$ cat src/shared/dsw_defs.svh
// Constants for the deep sleep watchdog
`ifndef DSW_DEFS_SVH
`define DSW_DEFS_SVH

`define DSW_CFG_W          5
`define DSW_CFG_OSC_BIT    4
`define DSW_CFG_PS_MSB     3
`define DSW_CFG_PS_LSB     0
`define DSW_PS_W           4
`define DSW_OSC_XTAL       1'h0
`define DSW_OSC_RC         1'h1
`define DSW_CH_XTAL        0
`define DSW_CH_RC          1
`define DSW_CH_N           2
`define DSW_CNT_W          36
`define DSW_SHIFT_W        6
`define DSW_SHIFT_BASE     6'h06
`define DSW_CNT_ONE        36'h0_0000_0001
`define DSW_CNT_ZERO       36'h0_0000_0000
`define DSW_RC_NOM_HZ      31000
`define DSW_CLK_HZ         200000000

`endif

$ cat src/shared/dsw_pkg.sv
// Types for the deep sleep watchdog
package dsw_pkg;
  typedef enum logic [1:0] {
    DSW_OFF  = 2'b00,
    DSW_RUN  = 2'b01,
    DSW_WAKE = 2'b10
  } dsw_state_t;
endpackage

$ cat src/rtl/dsw_osc_tick.sv
// Oscillator pin synchronisers and rising-edge tick enables
`timescale 1ns/1ps
`include "dsw_defs.svh"
module dsw_osc_tick (
  input  wire logic       clk,
  input  wire logic       reset,
  input  wire logic [1:0] osc_in,
  output logic      [1:0] tick
);
  import dsw_pkg::*;

  genvar g;
  generate
    for (g = 0; g < `DSW_CH_N; g = g + 1) begin : g_ch
      logic meta_q;
      logic sync_q;
      logic prev_q;
      logic tick_q;
      always_ff @(posedge clk or posedge reset) begin
        if (reset) begin
          meta_q <= 1'b0;
          sync_q <= 1'b0;
          prev_q <= 1'b0;
          tick_q <= 1'b0;
        end else begin
          meta_q <= osc_in[g];
          sync_q <= meta_q;
          prev_q <= sync_q;
          tick_q <= sync_q & ~prev_q;
        end
      end
      assign tick[g] = tick_q;
    end
  endgenerate
endmodule

$ cat src/rtl/dsw_watchdog.sv
// Deep sleep watchdog: clock select, postscaler counter, wake event
//
// Contract
// When enabled, counts through deep sleep, separate from the ordinary watchdog.
// Config bit 4 picks secondary crystal or low-power RC as count clock.
// Config bits 3:0 pick the postscaler, periods about 2.1 ms to 25.7 days.
// Enabling the watchdog switches on its selected oscillator.
// Expiry raises a wake-up event out of deep sleep.
// Low-power RC clock is taken as nominal 31 kHz for periods.
// Counter and postscaler clear on each entry into deep sleep.
`timescale 1ns/1ps
`include "dsw_defs.svh"
module dsw_watchdog (
  input  wire logic                   clk,
  input  wire logic                   reset,
  input  wire logic [`DSW_CFG_W-1:0]  deep_sleep_config_word,
  input  wire logic                   dsw_enable,
  input  wire logic                   deep_sleep,
  input  wire logic                   secondary_crystal_osc,
  input  wire logic                   low_power_rc_osc,
  output logic                        secondary_osc_enable,
  output logic                        low_power_rc_enable,
  output logic                        dsw_wake,
  output logic                        dsw_running,
  output logic [`DSW_CNT_W-1:0]       dsw_count
);
  import dsw_pkg::*;

  dsw_state_t               state_q;
  dsw_state_t               state_d;
  logic [`DSW_CNT_W-1:0]    cnt_q;
  logic [`DSW_CNT_W-1:0]    cnt_d;
  logic                     sleep_prev_q;
  logic                     xtal_en_q;
  logic                     xtal_en_d;
  logic                     rc_en_q;
  logic                     rc_en_d;
  logic                     wake_q;
  logic                     wake_d;
  logic                     running_q;
  logic                     running_d;
  logic [`DSW_CH_N-1:0]     tick;

  wire                      dsw_clock_select;
  wire [`DSW_PS_W-1:0]      dsw_period_select;
  wire                      tick_sel;
  wire [`DSW_SHIFT_W-1:0]   shamt;
  wire [`DSW_CNT_W-1:0]     limit;
  wire                      sleep_entry;
  wire                      sleep_kept;
  wire                      at_limit;
  wire                      count_step;
  wire                      expire;

  // Pin edges arrive two to three clocks late
  dsw_osc_tick u_tick (
    .clk    (clk),
    .reset  (reset),
    .osc_in ({low_power_rc_osc, secondary_crystal_osc}),
    .tick   (tick)
  );

  // Configuration word fields
  assign dsw_clock_select  = deep_sleep_config_word[`DSW_CFG_OSC_BIT];
  assign dsw_period_select =
    deep_sleep_config_word[`DSW_CFG_PS_MSB:`DSW_CFG_PS_LSB];

  // RC ticks are the 31 kHz nominal clock; periods count those ticks
  assign tick_sel = (dsw_clock_select == `DSW_OSC_RC) ? tick[`DSW_CH_RC]
                                                      : tick[`DSW_CH_XTAL];

  // Period is 2^(6+2*sel) ticks: 64 ticks to 2^36 ticks
  assign shamt = `DSW_SHIFT_BASE + {1'h0, dsw_period_select, 1'h0};
  // At select 15 the one shifts out and the subtraction wraps to all ones
  assign limit = (`DSW_CNT_ONE << shamt) - `DSW_CNT_ONE;

  // Deep sleep entry and hold, from the power controller
  assign sleep_entry = deep_sleep & ~sleep_prev_q;
  assign sleep_kept  = deep_sleep & dsw_enable;
  // A period select changed in mid-count moves the limit at once
  assign at_limit    = (cnt_q == limit);
  assign count_step  = (state_q == DSW_RUN) && tick_sel;
  assign expire      = count_step && at_limit;

  always_comb begin
    state_d = state_q;
    case (state_q)
      DSW_OFF: begin
        // Enable raised while already asleep waits for the next entry
        if (dsw_enable && sleep_entry) begin
          state_d = DSW_RUN;
        end
      end
      DSW_RUN: begin
        if (!sleep_kept) begin
          state_d = DSW_OFF;
        end else if (expire) begin
          state_d = DSW_WAKE;
        end
      end
      DSW_WAKE: begin
        // Held until the power controller leaves deep sleep or the enable drops
        if (!sleep_kept) begin
          state_d = DSW_OFF;
        end
      end
      default: begin
        state_d = DSW_OFF;
      end
    endcase
  end

  // Count only while running; every other state holds zero
  always_comb begin
    cnt_d = cnt_q;
    case (state_q)
      DSW_RUN: begin
        if (!sleep_kept || expire) begin
          cnt_d = `DSW_CNT_ZERO;
        end else if (tick_sel) begin
          cnt_d = cnt_q + `DSW_CNT_ONE;
        end
      end
      default: begin
        cnt_d = `DSW_CNT_ZERO;
      end
    endcase
    if (sleep_entry) begin
      cnt_d = `DSW_CNT_ZERO;
    end
  end

  // Oscillator enables follow enable and selection, not the sleep state
  assign xtal_en_d = dsw_enable && (dsw_clock_select == `DSW_OSC_XTAL);
  assign rc_en_d   = dsw_enable && (dsw_clock_select == `DSW_OSC_RC);
  // Registered from the next state so it always matches state_q
  assign running_d = (state_d == DSW_RUN);
  assign wake_d    = expire;

  // State register
  always_ff @(posedge clk or posedge reset) begin
    if (reset) begin
      state_q <= DSW_OFF;
    end else begin
      state_q <= state_d;
    end
  end

  // Tick counter
  always_ff @(posedge clk or posedge reset) begin
    if (reset) begin
      cnt_q <= `DSW_CNT_ZERO;
    end else begin
      cnt_q <= cnt_d;
    end
  end

  // Previous sleep level, for entry detection
  always_ff @(posedge clk or posedge reset) begin
    if (reset) begin
      sleep_prev_q <= 1'h0;
    end else begin
      sleep_prev_q <= deep_sleep;
    end
  end

  // Crystal oscillator enable
  always_ff @(posedge clk or posedge reset) begin
    if (reset) begin
      xtal_en_q <= 1'h0;
    end else begin
      xtal_en_q <= xtal_en_d;
    end
  end

  // RC oscillator enable
  always_ff @(posedge clk or posedge reset) begin
    if (reset) begin
      rc_en_q <= 1'h0;
    end else begin
      rc_en_q <= rc_en_d;
    end
  end

  // Wake is a pulse only; whoever needs it sticky must latch it
  always_ff @(posedge clk or posedge reset) begin
    if (reset) begin
      wake_q <= 1'h0;
    end else begin
      wake_q <= wake_d;
    end
  end

  // Running flag
  always_ff @(posedge clk or posedge reset) begin
    if (reset) begin
      running_q <= 1'h0;
    end else begin
      running_q <= running_d;
    end
  end

  // Every output comes straight from a register
  assign secondary_osc_enable = xtal_en_q;
  assign low_power_rc_enable  = rc_en_q;
  assign dsw_wake             = wake_q;
  assign dsw_running          = running_q;
  assign dsw_count            = cnt_q;
endmodule

$ cat config.mk
export PLATFORM = sky130hd
export DESIGN_NAME = dsw_watchdog
export DESIGN_NICKNAME = d
export VERILOG_FILES = /design/src/shared/dsw_pkg.sv /design/src/rtl/dsw_osc_tick.sv /design/src/rtl/dsw_watchdog.sv
export VERILOG_INCLUDE_DIRS = /design/src /design/src/shared
export SDC_FILE = /design/constraint.sdc
export NUM_CORES = 1
export LEC_CHECK = 0
export BUFFER_PORTS_ARGS = -buffer_cell sky130_fd_sc_hd__buf_2
export CORE_ASPECT_RATIO = 0.6
export CORE_MARGIN = 5
export CORE_UTILIZATION = 55
export CTS_CLUSTER_DIAMETER = 120
export DETAILED_ROUTE_END_ITERATION = 10
export PLACE_DENSITY = 0.78
export SETUP_SLACK_MARGIN = 0.4
export SYNTH_ARGS = -nofsm -noshare
export SYNTH_HDL_FRONTEND = slang
export SYNTH_SLANG_ARGS = --single-unit
$ cat constraint.sdc
create_clock -name clk -period 6.9 [get_ports clk]
set_input_delay 1.38 -clock clk [delete_from_list [all_inputs] [get_ports clk]]
set_output_delay 1.38 -clock clk [all_outputs]
set_load 0.05 [all_outputs]
==> impl_metrics.py, run 1 <==
metrics = {
    "status": {
        "status": "finished, final reports clean",
    },
    "grt": {
        "overflow": 0,
        "grt_pass1_vias": 2636,
        "antenna_found_initial": 0,
        "grt_max_degree": 52,
        "track_usage": 0.228,
        "grt_pass1_wl_mm": 13.8,
    },
    "power_and_ir_drop": {
        "vdd_ir_drop_max_mv": 0.0996,
        "leakage_nw": 1.46,
        "p_per_area_mw_per_mm2": 168,
        "power_w": 0.000603,
    },
    "cells_and_area": {
        "drive_gt1_frac": 0.223,
        "fin_area_mm2": 0.00359,
        "final_common_cell": "dfrtp_1",
        "fin_util": 0.632,
        "mostFrequentLayoutCells": "dfrtp_1 (51), buf_2 (50), nor2_1 (32), nand2_1 (23), xor2_1 (23)",
        "syn2layout_area_growth_pct": 9.63,
        "final_nets": 406,
        "num_antenna_cells": 0,
        "seq_area_mm2": 0.00128,
        "fillers": 536,
        "multiInputGateArea_mm2": 0.00176,
    },
    "setup_path": {
        "slowest_delay_ps": 580,
        "path_delay_family": "compound AO/OA/AOI/OAI gates",
        "reg2reg_slack_ps": 3780,
        "cp.required_ps": 7080,
        "timing.rr.start": "dsw_count[2]",
        "cpMaxStageDelayCell": "o2111ai_4",
        "startpoint_type": "input pin",
        "arrival_ps": 4290,
        "reg2reg_to": "dsw_count[5]",
        "worst-r2r-cell-count": 8,
        "crit_fanout": 26,
        "cp-end-kind": "flop",
        "crit_chain": "buf_2 -> a21oi_1 -> mux2i_1 -> o2111ai_1 -> nor4_1 -> nand4bb_1 -> o2111ai_4 -> buf_4 -> nor2_1",
        "cp_num_buf_inv": 2,
        "path_class": "in2reg",
    },
    "synthesis": {
        "synth_cells": 356,
        "syn_area_per_cell_um2": 9.20,
        "netlist.area_leader.share": 0.390,
        "synth_edf_count": 0,
        "synth-seq-cells": 51,
        "synthArstFlopShare": 1.00,
        "yosys.area.top_type": "dfrtp_1",
        "ys_top_cells_by_area": "dfrtp_1 (39%), xor2_1 (6.2%), xnor2_1 (5.3%), nor2_2 (3.8%), nor2_1 (3.7%)",
        "syn-cell-area_mm2": 0.00327,
        "synthFlopType": "dfrtp_1",
        "yosysSeqAreaShare": 0.390,
        "yosys_warnings": 0,
        "synth.distinct_cells": 62,
    },
    "worst_hold_path": {
        "hp-class": "reg2reg",
        "min_path_cells": 0,
        "hold_end": "u_tick.g_ch[1].sync_q",
        "hold_start": "u_tick.g_ch[1].meta_q",
    },
    "sta": {
        "drv_slew": 0,
        "finalSetupViolations": 0,
        "fin_worst_skew_ps": 8.12,
        "period_needed_ps": 4110,
        "relSlewSlack": 0.308,
        "tightest_slew_ps": 1040,
        "rsz0062_at_grt": "no",
        "final_hold_viol_count": 0,
        "final.setup.tns_ps": 0,
        "fmax_mhz": 244,
        "hold_ws_ps": 356,
        "period_share": 0.595,
    },
    "floorplanning": {
        "die_area_mm2": 0.00765,
        "io_pins": 51,
        "num_rows": 21,
        "die_h_um": 69.8,
        "initial_core_util": 0.577,
        "die_w_um": 110,
        "core_area_mm2": 0.00568,
    },
    "clocking": {
        "clock-sinks": 51,
        "hold_buffers": 0,
        "post_cts_buffers": 0,
        "cts_buffers": 5,
        "clk_path_buf_depth": 2,
        "cts_resized": 0,
        "cts_root_buffer": "clkbuf_8",
        "cts_tree": "yes",
        "htreeDepth": 2,
        "insertion_delay_ps": 300,
        "cts.clk_slew.worst_paths_ps": 90,
    },
    "placement": {
        "place_hpwl_mm": 6.23,
        "port_buffers": 50,
        "placed_cell_area_mm2": 0.00345,
        "routabilityCongestion": 0.922,
    },
    "flow_run": {
        "cap_violations": 0,
    },
    "routing": {
        "via_per_inst": 6.02,
        "wl_per_cell_um": 18.1,
        "vias": 2853,
        "routed_wl_mm": 8.59,
        "dr.pass1.iters": 7,
        "drt_drc_violations_left": 0,
        "drtAntennaViolNets": 0,
        "drt_iter0_drc": 219,
    },
}
[power by group]
part	total (W)	switching [W]	internal, W
Sequential	0.000304	0.00000132	0.000302
Clock	0.000244	0.0000999	0.000145
Combinational	0.0000546	0.0000381	0.0000165
Total	0.000603	0.000139	0.000464
[logic make-up (layout without fill, tap and decap cells)]
family	after synthesis	count (layout)	share of synthesized area
other cells	1	2	0.00115
buf+inv	37	74	0.0730
xor+xnor	43	43	0.115
flops	51	51	0.390
simple gates	164	164	0.279
mux	4	4	0.0122
fa+ha+maj	2	2	0.00764
compound gates	54	54	0.123
[worst max-delay path by stage]
stage / from / end / slack, ps / cells past startpoint
4_1_cts: deep_sleep_config_word[1] / dsw_count[5] / 2850 / 9
5_1_grt: deep_sleep_config_word[1] / dsw_count[0] / 2630 / 9
3_5_place_dp: deep_sleep_config_word[1] / dsw_count[5] / 2530 / 9
2_1_floorplan: deep_sleep_config_word[3] / dsw_count[23] / 3490 / 11
6_report: deep_sleep_config_word[1] / dsw_count[5] / 2790 / 9
3_3_place_gp: deep_sleep_config_word[1] / dsw_count[3] / 2710 / 9
[through the flow]
| stage | instances | worst slack (ps) |
|---|---|---|
| global placement | 466 | 2710 |
| CTS | 474 | 2850 |
| global route | 474 | 2630 |
| detailed placement | 466 | 2530 |
| floorplan | 357 | 3490 |
| finish | 474 | 2790 |
[final cells by class]
cell class / count / area share
multi-input combinational: 269 / 0.491
sequential: 51 / 0.356
timing repair buffer: 51 / 0.0718
tap: 80 / 0.0279
clock buffer: 5 / 0.0192
clock inverter: 3 / 0.0188
inverter: 15 / 0.0157
[Yosys cell counts (all sizes together), types with 2 or more instances]
cell type,count
mux2i,4
and2,5
xnor2,20
nor2b,10
xor2,23
or3,4
nor4,6
and3,4
a221oi,2
inv,15
o211ai,2
nor2,52
o31ai,2
a2111oi,2
buf,17
nor3,5
or4,2
nand4,10
a211oi,3
ha,2
nand2,23
o2111ai,5
o22ai,3
or3b,2
o221ai,2
a21oi,9
nand3,20
and4,4
o21ai,12
clkbuf,5
dfrtp,51
nand3b,3
nand2b,8
[worst reg2reg max path, delay by kind of cell, from the launching register on]
| kind | cells | cell delay, ps |
|---|---|---|
| simple gates | 4 | 1210 |
| compound gates | 2 | 660 |
| flops | 1 | 520 |
| buf+inv | 1 | 410 |
| xor+xnor | 1 | 190 |
[registers in the layout (all words and copies together), names as in the netlist]
| name | count |
|---|---|
| dsw_running | 1 |
| secondary_osc_enable | 1 |
| u_tick.g_ch.meta_q | 2 |
| state_q | 2 |
| u_tick.g_ch.tick_q | 2 |
| u_tick.g_ch.sync_q | 2 |
| dsw_wake | 1 |
| low_power_rc_enable | 1 |
| sleep_prev_q | 1 |
| dsw_count | 36 |
| u_tick.g_ch.prev_q | 2 |
[layer usage]
layer | up-vias | global-route usage | wire (um)
met1 | 1386 | 0.351 | 3910
met5 | - | 0 | 0
li1 | 1309 | - | -
met4 | 0 | 0.0263 | 61
met2 | 144 | 0.315 | 3630
met3 | 14 | 0.0763 | 981
No activity file was read; power rests on OpenSTA's default activity.
==> run 2, diff against run 1 <==
- ABC_AREA: unset -> 1
- clock period: 6.9 -> 4.2 ns (I/O delays scaled with it)
==> impl_metrics.py, run 2 <==
metrics = {
    "power_and_ir_drop": {
        "p_switching_w": 0.000266,
        "p_seq_frac": 0.547,
        "p_per_area_mw_per_mm2": 245,
        "comb_power_share": 0.115,
        "vdd_ir_drop_max_mv": 0.176,
        "intPower_w": 0.000646,
        "power_w": 0.000912,
        "leakage_nw": 1.83,
        "clkPwrFrac": 0.338,
        "p_sw_frac": 0.291,
    },
    "synthesis": {
        "yosys.cell_count.top_type": "nand2_1",
        "syn-cell-area_mm2": 0.00334,
        "muxShareOfSynthArea": 0,
        "ys_top_cells_by_area": "dfrtp_1 (38%), nand2_1 (17%), nor2_1 (9.9%), inv_1 (6.3%), nand3_1 (6.3%)",
        "ys_top_cells_by_count": "nand2_1 (154), nor2_1 (88), inv_1 (56), dfrtp_1 (51), nand3_1 (42)",
        "synth_xor_area_frac": 0.0577,
        "synth_top_family_by_area": "simple AND/OR/NAND/NOR gates",
        "yosysSeqAreaShare": 0.382,
        "synth_edf_count": 0,
        "synth-adder-area-share": 0.00750,
        "synth_compound_gate_area_share": 0.0454,
        "syn_area_per_cell_um2": 6.68,
        "netlist.area_leader.share": 0.382,
        "synth_cells": 500,
        "yosys_warnings": 0,
        "synth.distinct_cells": 32,
        "synthFlopType": "dfrtp_1",
        "synthArstFlopShare": 1.00,
        "yosys.area.top_type": "dfrtp_1",
        "synthSimpleGateAreaFrac": 0.415,
        "synth-seq-cells": 51,
    },
    "cells_and_area": {
        "final_common_cell": "nand2_1",
        "instances_no_fill": 632,
        "largest_reg_flops": 36,
        "drive_gt1_frac": 0.133,
        "num_antenna_cells": 0,
        "mostFrequentLayoutCells": "nand2_1 (154), nor2_1 (88), inv_1 (55), dfrtp_1 (51), buf_2 (50)",
        "syn2layout_area_growth_pct": 11.7,
        "final_nets": 560,
        "fin_util": 0.621,
    },
    "floorplanning": {
        "num_rows": 22,
        "io_pins": 51,
        "core_area_mm2": 0.00600,
        "die_h_um": 70.3,
        "initial_core_util": 0.556,
        "die_w_um": 111,
        "die_area_mm2": 0.00778,
    },
    "clocking": {
        "cts.clk_slew.worst_paths_ps": 100,
        "cts_buffers": 5,
        "hold_buffers": 0,
        "insertion_delay_ps": 310,
        "clk_path_buf_depth": 2,
        "cts_resized": 0,
        "post_cts_buffers": 0,
        "cts_root_buffer": "clkbuf_8",
        "clock-sinks": 51,
        "htreeDepth": 2,
        "cts_tree": "yes",
    },
    "sta": {
        "rsz0062_at_grt": "no",
        "final_hold_viol_count": 0,
        "final.setup.tns_ps": 0,
        "fin_worst_skew_ps": 6.03,
        "finalSetupViolations": 0,
        "fmax_mhz": 319,
        "drv_slew": 0,
        "relSlewSlack": 0.289,
        "period_needed_ps": 3140,
        "period_share": 0.747,
        "tightest_slew_ps": 1070,
    },
    "setup_path": {
        "crit_fanout": 29,
        "cpMaxStageDelayCell": "nand3_2",
        "startpoint_type": "input pin",
        "reg2reg_to": "dsw_count[32]",
        "path_class": "in2reg",
        "slowest_delay_ps": 550,
        "worst-r2r-cell-count": 11,
        "cp-startpoint": "deep_sleep_config_word[3]",
        "cpMostUsedCell": "nand2_1",
        "timing.rr.start": "dsw_count[8]",
        "cp-end-kind": "flop",
        "reg2reg_slack_ps": 1530,
        "worstSetupEndpoint": "dsw_count[28]",
        "cp.required_ps": 4380,
        "arrival_ps": 3310,
        "crit_chain": "buf_2 -> nor2_1 -> nand2_1 -> nand2_1 -> nand2_1 -> nor2_1 -> nand2_1 -> nor2_1 -> nand2_1 -> nor2_1 -> nand4_2 -> nand3_2 -> nor3b_1",
    },
    "grt": {
        "grt_pass1_vias": 2972,
        "gr-usage-met1": 0.373,
        "grt_util_met3": 0.0606,
        "overflow": 0,
        "track_usage": 0.241,
        "grt_max_degree": 52,
        "grt_pass1_wl_mm": 15.0,
        "antenna_found_initial": 0,
        "use_met2": 0.337,
        "busiest_layer": "met1",
    },
    "placement": {
        "routabilityCongestion": 0.971,
        "placed_cells": 624,
        "place_hpwl_mm": 6.99,
        "port_buffers": 50,
    },
    "routing": {
        "wl_per_cell_um": 14.5,
        "via_per_inst": 5.26,
        "vias": 3324,
        "drtAntennaViolNets": 0,
        "routed_wl_mm": 9.17,
        "drt_iter0_drc": 391,
        "drt_drc_violations_left": 0,
        "dr.pass1.iters": 5,
    },
    "flow_run": {
        "cap_violations": 0,
    },
    "worst_hold_path": {
        "min_path_cells": 0,
        "hp-class": "reg2reg",
    },
    "status": {
        "status": "finished, final reports clean",
    },
}
## run 2: cell types whose count changed in the layout (fill, tap and decap cells not counted), sizes merged, moves of 8 or more
cell    delta
inv       +46
nand2    +132
nand2b     -8
nand3     +24
nor2      +40
nor2b     -10
nor3       +8
xnor2     -18
## run 2: power by group through the flow
stage	combinational (W)	clock, W	sequential [W]
after floorplan	0.0000693	0	0.000514
after global placement	0.0000993	0	0.000508
after detailed placement	0.000101	0	0.000509
after CTS	0.000101	0.000316	0.000499
after global routing	0.000117	0.000339	0.000500
final	0.000105	0.000308	0.000499
## run 2: worst min-delay path by stage
| stage | start | end | slack [ps] |
|---|---|---|---|
| after floorplan | u_tick.g_ch[0].meta_q | u_tick.g_ch[0].sync_q | 330 |
| after global placement | u_tick.g_ch[1].meta_q | u_tick.g_ch[1].sync_q | 330 |
| after detailed placement | u_tick.g_ch[0].meta_q | u_tick.g_ch[0].sync_q | 340 |
| after CTS | u_tick.g_ch[0].meta_q | u_tick.g_ch[0].sync_q | 360 |
| after global routing | u_tick.g_ch[0].meta_q | u_tick.g_ch[0].sync_q | 380 |
| final | u_tick.g_ch[0].meta_q | u_tick.g_ch[0].sync_q | 360 |
## run 2: cell families (layout without fill, tap and decap cells)
family,Yosys count,in the layout
other,1,2
AOI/OAI and AO/OA,26,26
and+or+nand+nor,325,325
adders and majority gates,2,2
buffers and inverters,73,120
xor gates and xnor gates,22,22
DFF,51,51
## run 2: through the flow
step | area, um2 | worst slack, ps | hold slack (ps)
floorplan | 3340 | 1730 | 331
global placement | 3630 | 967 | 334
detailed placement | 3630 | 824 | 341
CTS | 3730 | 1170 | 365
global route | 3730 | 792 | 379
finish | 3730 | 1060 | 364
## run 2: critical path: cells and delay by family
family | cells | cell delay [ps]
and+or+nand+nor | 12 | 2270
buffers and inverters | 1 | 200
## run 2: area by class of cell
class	count	area (um2)
sequential	51	1280
multi-input combinational	377	1760
timing repair buffer	51	258
clock inverter	3	27.5
inverter	61	229
clock buffer	5	68.8
fill	591	2270
tap	84	105
## run 2: layer usage
metal / vias to the layer above / wire [um] / part of all wire
met1: 1509 / 4600 / 0.50
met3: 8 / 806 / 0.088
met5: - / 0 / 0
met2: 144 / 3700 / 0.40
li1: 1663 / - / -
met4: 0 / 53 / 0.0058
==> run 3, diff against run 2 <==
- clock period: 4.2 -> 3.3 ns (I/O delays scaled with it)
==> impl_metrics.py, run 3 (synthesized netlist as in run 2, its figures left out) <==
metrics = {
    "clocking": {
        "post_cts_buffers": 0,
        "cts_buffers": 5,
        "clock-sinks": 51,
        "insertion_delay_ps": 310,
        "clk_path_buf_depth": 2,
        "hold_buffers": 0,
        "cts_root_buffer": "clkbuf_8",
        "htreeDepth": 2,
        "cts.clk_slew.worst_paths_ps": 110,
        "cts_resized": 0,
        "cts_tree": "yes",
    },
    "setup_path": {
        "path_delay_family": "simple AND/OR/NAND/NOR gates",
        "cp-end-kind": "flop",
        "startpoint_type": "flop",
        "slowest_delay_ps": 420,
        "crit_chain": "inv_1 -> nor3_1 -> nand3_1 -> nor2_2 -> nand3_1 -> nor2_1 -> nand2_1 -> nor2_1 -> nand3_1 -> nor2_1 -> nor3b_2",
        "crit_fanout": 5,
        "arrival_ps": 2780,
        "cp_num_buf_inv": 1,
        "cpMaxStageDelayCell": "nor3_1",
        "path_class": "reg2reg",
        "cp.required_ps": 3500,
    },
    "grt": {
        "track_usage": 0.244,
        "overflow": 0,
        "grt_max_degree": 52,
        "grt_pass1_wl_mm": 15.3,
        "antenna_found_initial": 0,
        "grt_pass1_vias": 2975,
    },
    "placement": {
        "routabilityCongestion": 0.970,
        "placed_cell_area_mm2": 0.00365,
        "place_hpwl_mm": 7.23,
        "port_buffers": 50,
    },
    "power_and_ir_drop": {
        "clkPwrFrac": 0.338,
        "p_per_area_mw_per_mm2": 310,
        "leakage_nw": 1.85,
        "p_sw_frac": 0.292,
        "p_seq_frac": 0.547,
        "comb_power_share": 0.115,
        "intPower_w": 0.000823,
        "vdd_ir_drop_max_mv": 0.233,
        "p_switching_w": 0.000340,
    },
    "floorplanning": {
        "core_area_mm2": 0.00600,
        "die_area_mm2": 0.00778,
        "die_h_um": 70.3,
        "die_w_um": 111,
        "num_rows": 22,
        "initial_core_util": 0.556,
        "io_pins": 51,
    },
    "sta": {
        "fin_worst_skew_ps": 7.64,
        "period_needed_ps": 2580,
        "relSlewSlack": 0.298,
        "rsz0062_at_grt": "no",
        "drv_slew": 0,
        "period_share": 0.781,
        "finalSetupViolations": 0,
        "final_hold_viol_count": 0,
        "final.setup.tns_ps": 0,
        "tightest_slew_ps": 1050,
        "fmax_mhz": 388,
    },
    "cells_and_area": {
        "num_antenna_cells": 0,
        "final_nets": 563,
        "mostFrequentLayoutCells": "nand2_1 (154), nor2_1 (88), inv_1 (55), dfrtp_1 (51), buf_2 (50)",
        "fin_area_mm2": 0.00375,
        "final_common_cell": "nand2_1",
        "syn2layout_area_growth_pct": 12.3,
        "largest_reg_flops": 36,
        "drive_gt1_frac": 0.138,
    },
    "routing": {
        "dr_wl_met3_mm": 1.00,
        "vias": 3375,
        "topRoutingLayerUsed": "met4",
        "routed_wl_mm": 9.38,
        "dr.pass1.iters": 6,
        "route.met2.wl_mm": 3.70,
        "wl_per_cell_um": 14.8,
        "drtAntennaViolNets": 0,
        "drt_drc_violations_left": 0,
        "via_per_inst": 5.31,
        "m1WireLength_mm": 4.65,
        "drt_iter0_drc": 305,
    },
    "worst_hold_path": {
        "hp-class": "reg2reg",
    },
    "status": {
        "status": "finished, final reports clean",
    },
    "flow_run": {
        "cap_violations": 0,
    },
}
run 3: changes by cell type in the layout (fill, tap and decap cells not counted), sizes merged:
cell / previous run / this run
clkinv: 2 / 3
buf: 51 / 54
inv: 61 / 60
run 3: metal layers:
metal,vias to the layer above,GRT usage
li1,1661,-
met1,1553,0.390
met2,157,0.338
met3,4,0.0545
met4,0,0.0355
met5,-,0
run 3: final cells by class:
| class | count | area [um2] |
|---|---|---|
| well taps | 84 | 105 |
| clock inverters | 3 | 27.5 |
| flip-flops and latches | 51 | 1280 |
| multi-input cells | 377 | 1760 |
| repair buffers | 54 | 280 |
| fillers | 578 | 2250 |
| inverters | 61 | 229 |
| clock buffers | 5 | 68.8 |
run 3: power by group through the flow:
stage	registers (W)	clock network [W]	logic, W
floorplan	0.000654	0	0.0000882
global placement	0.000647	0	0.000129
detailed placement	0.000648	0	0.000130
CTS	0.000635	0.000398	0.000131
global route	0.000637	0.000429	0.000151
finish	0.000635	0.000393	0.000134
run 3: stage by stage:
step,utilization,worst slack (ps),total power [W],std cells,hold slack [ps]
6_report,0.625,723,0.00116,635,371
2_1_floorplan,-,977,0.000742,501,331
3_5_place_dp,0.609,587,0.000778,627,342
5_1_grt,0.625,428,0.00122,635,376
4_1_cts,0.625,757,0.00116,635,367
3_3_place_gp,0.609,619,0.000776,627,332
run 3: final timing paths:
kind | cells past startpoint | endpoint | startpoint | slack, ps
max in group asynchronous | 2 | dsw_count[28] | reset | 2050
max | 11 | dsw_count[32] | dsw_count[10] | 720
min in group asynchronous | 2 | dsw_running | reset | 590
min | 0 | u_tick.g_ch[0].sync_q | u_tick.g_ch[0].meta_q | 370
max reg2reg | 11 | dsw_count[32] | dsw_count[10] | 720
min reg2reg | 0 | u_tick.g_ch[0].sync_q | u_tick.g_ch[0].meta_q | 370
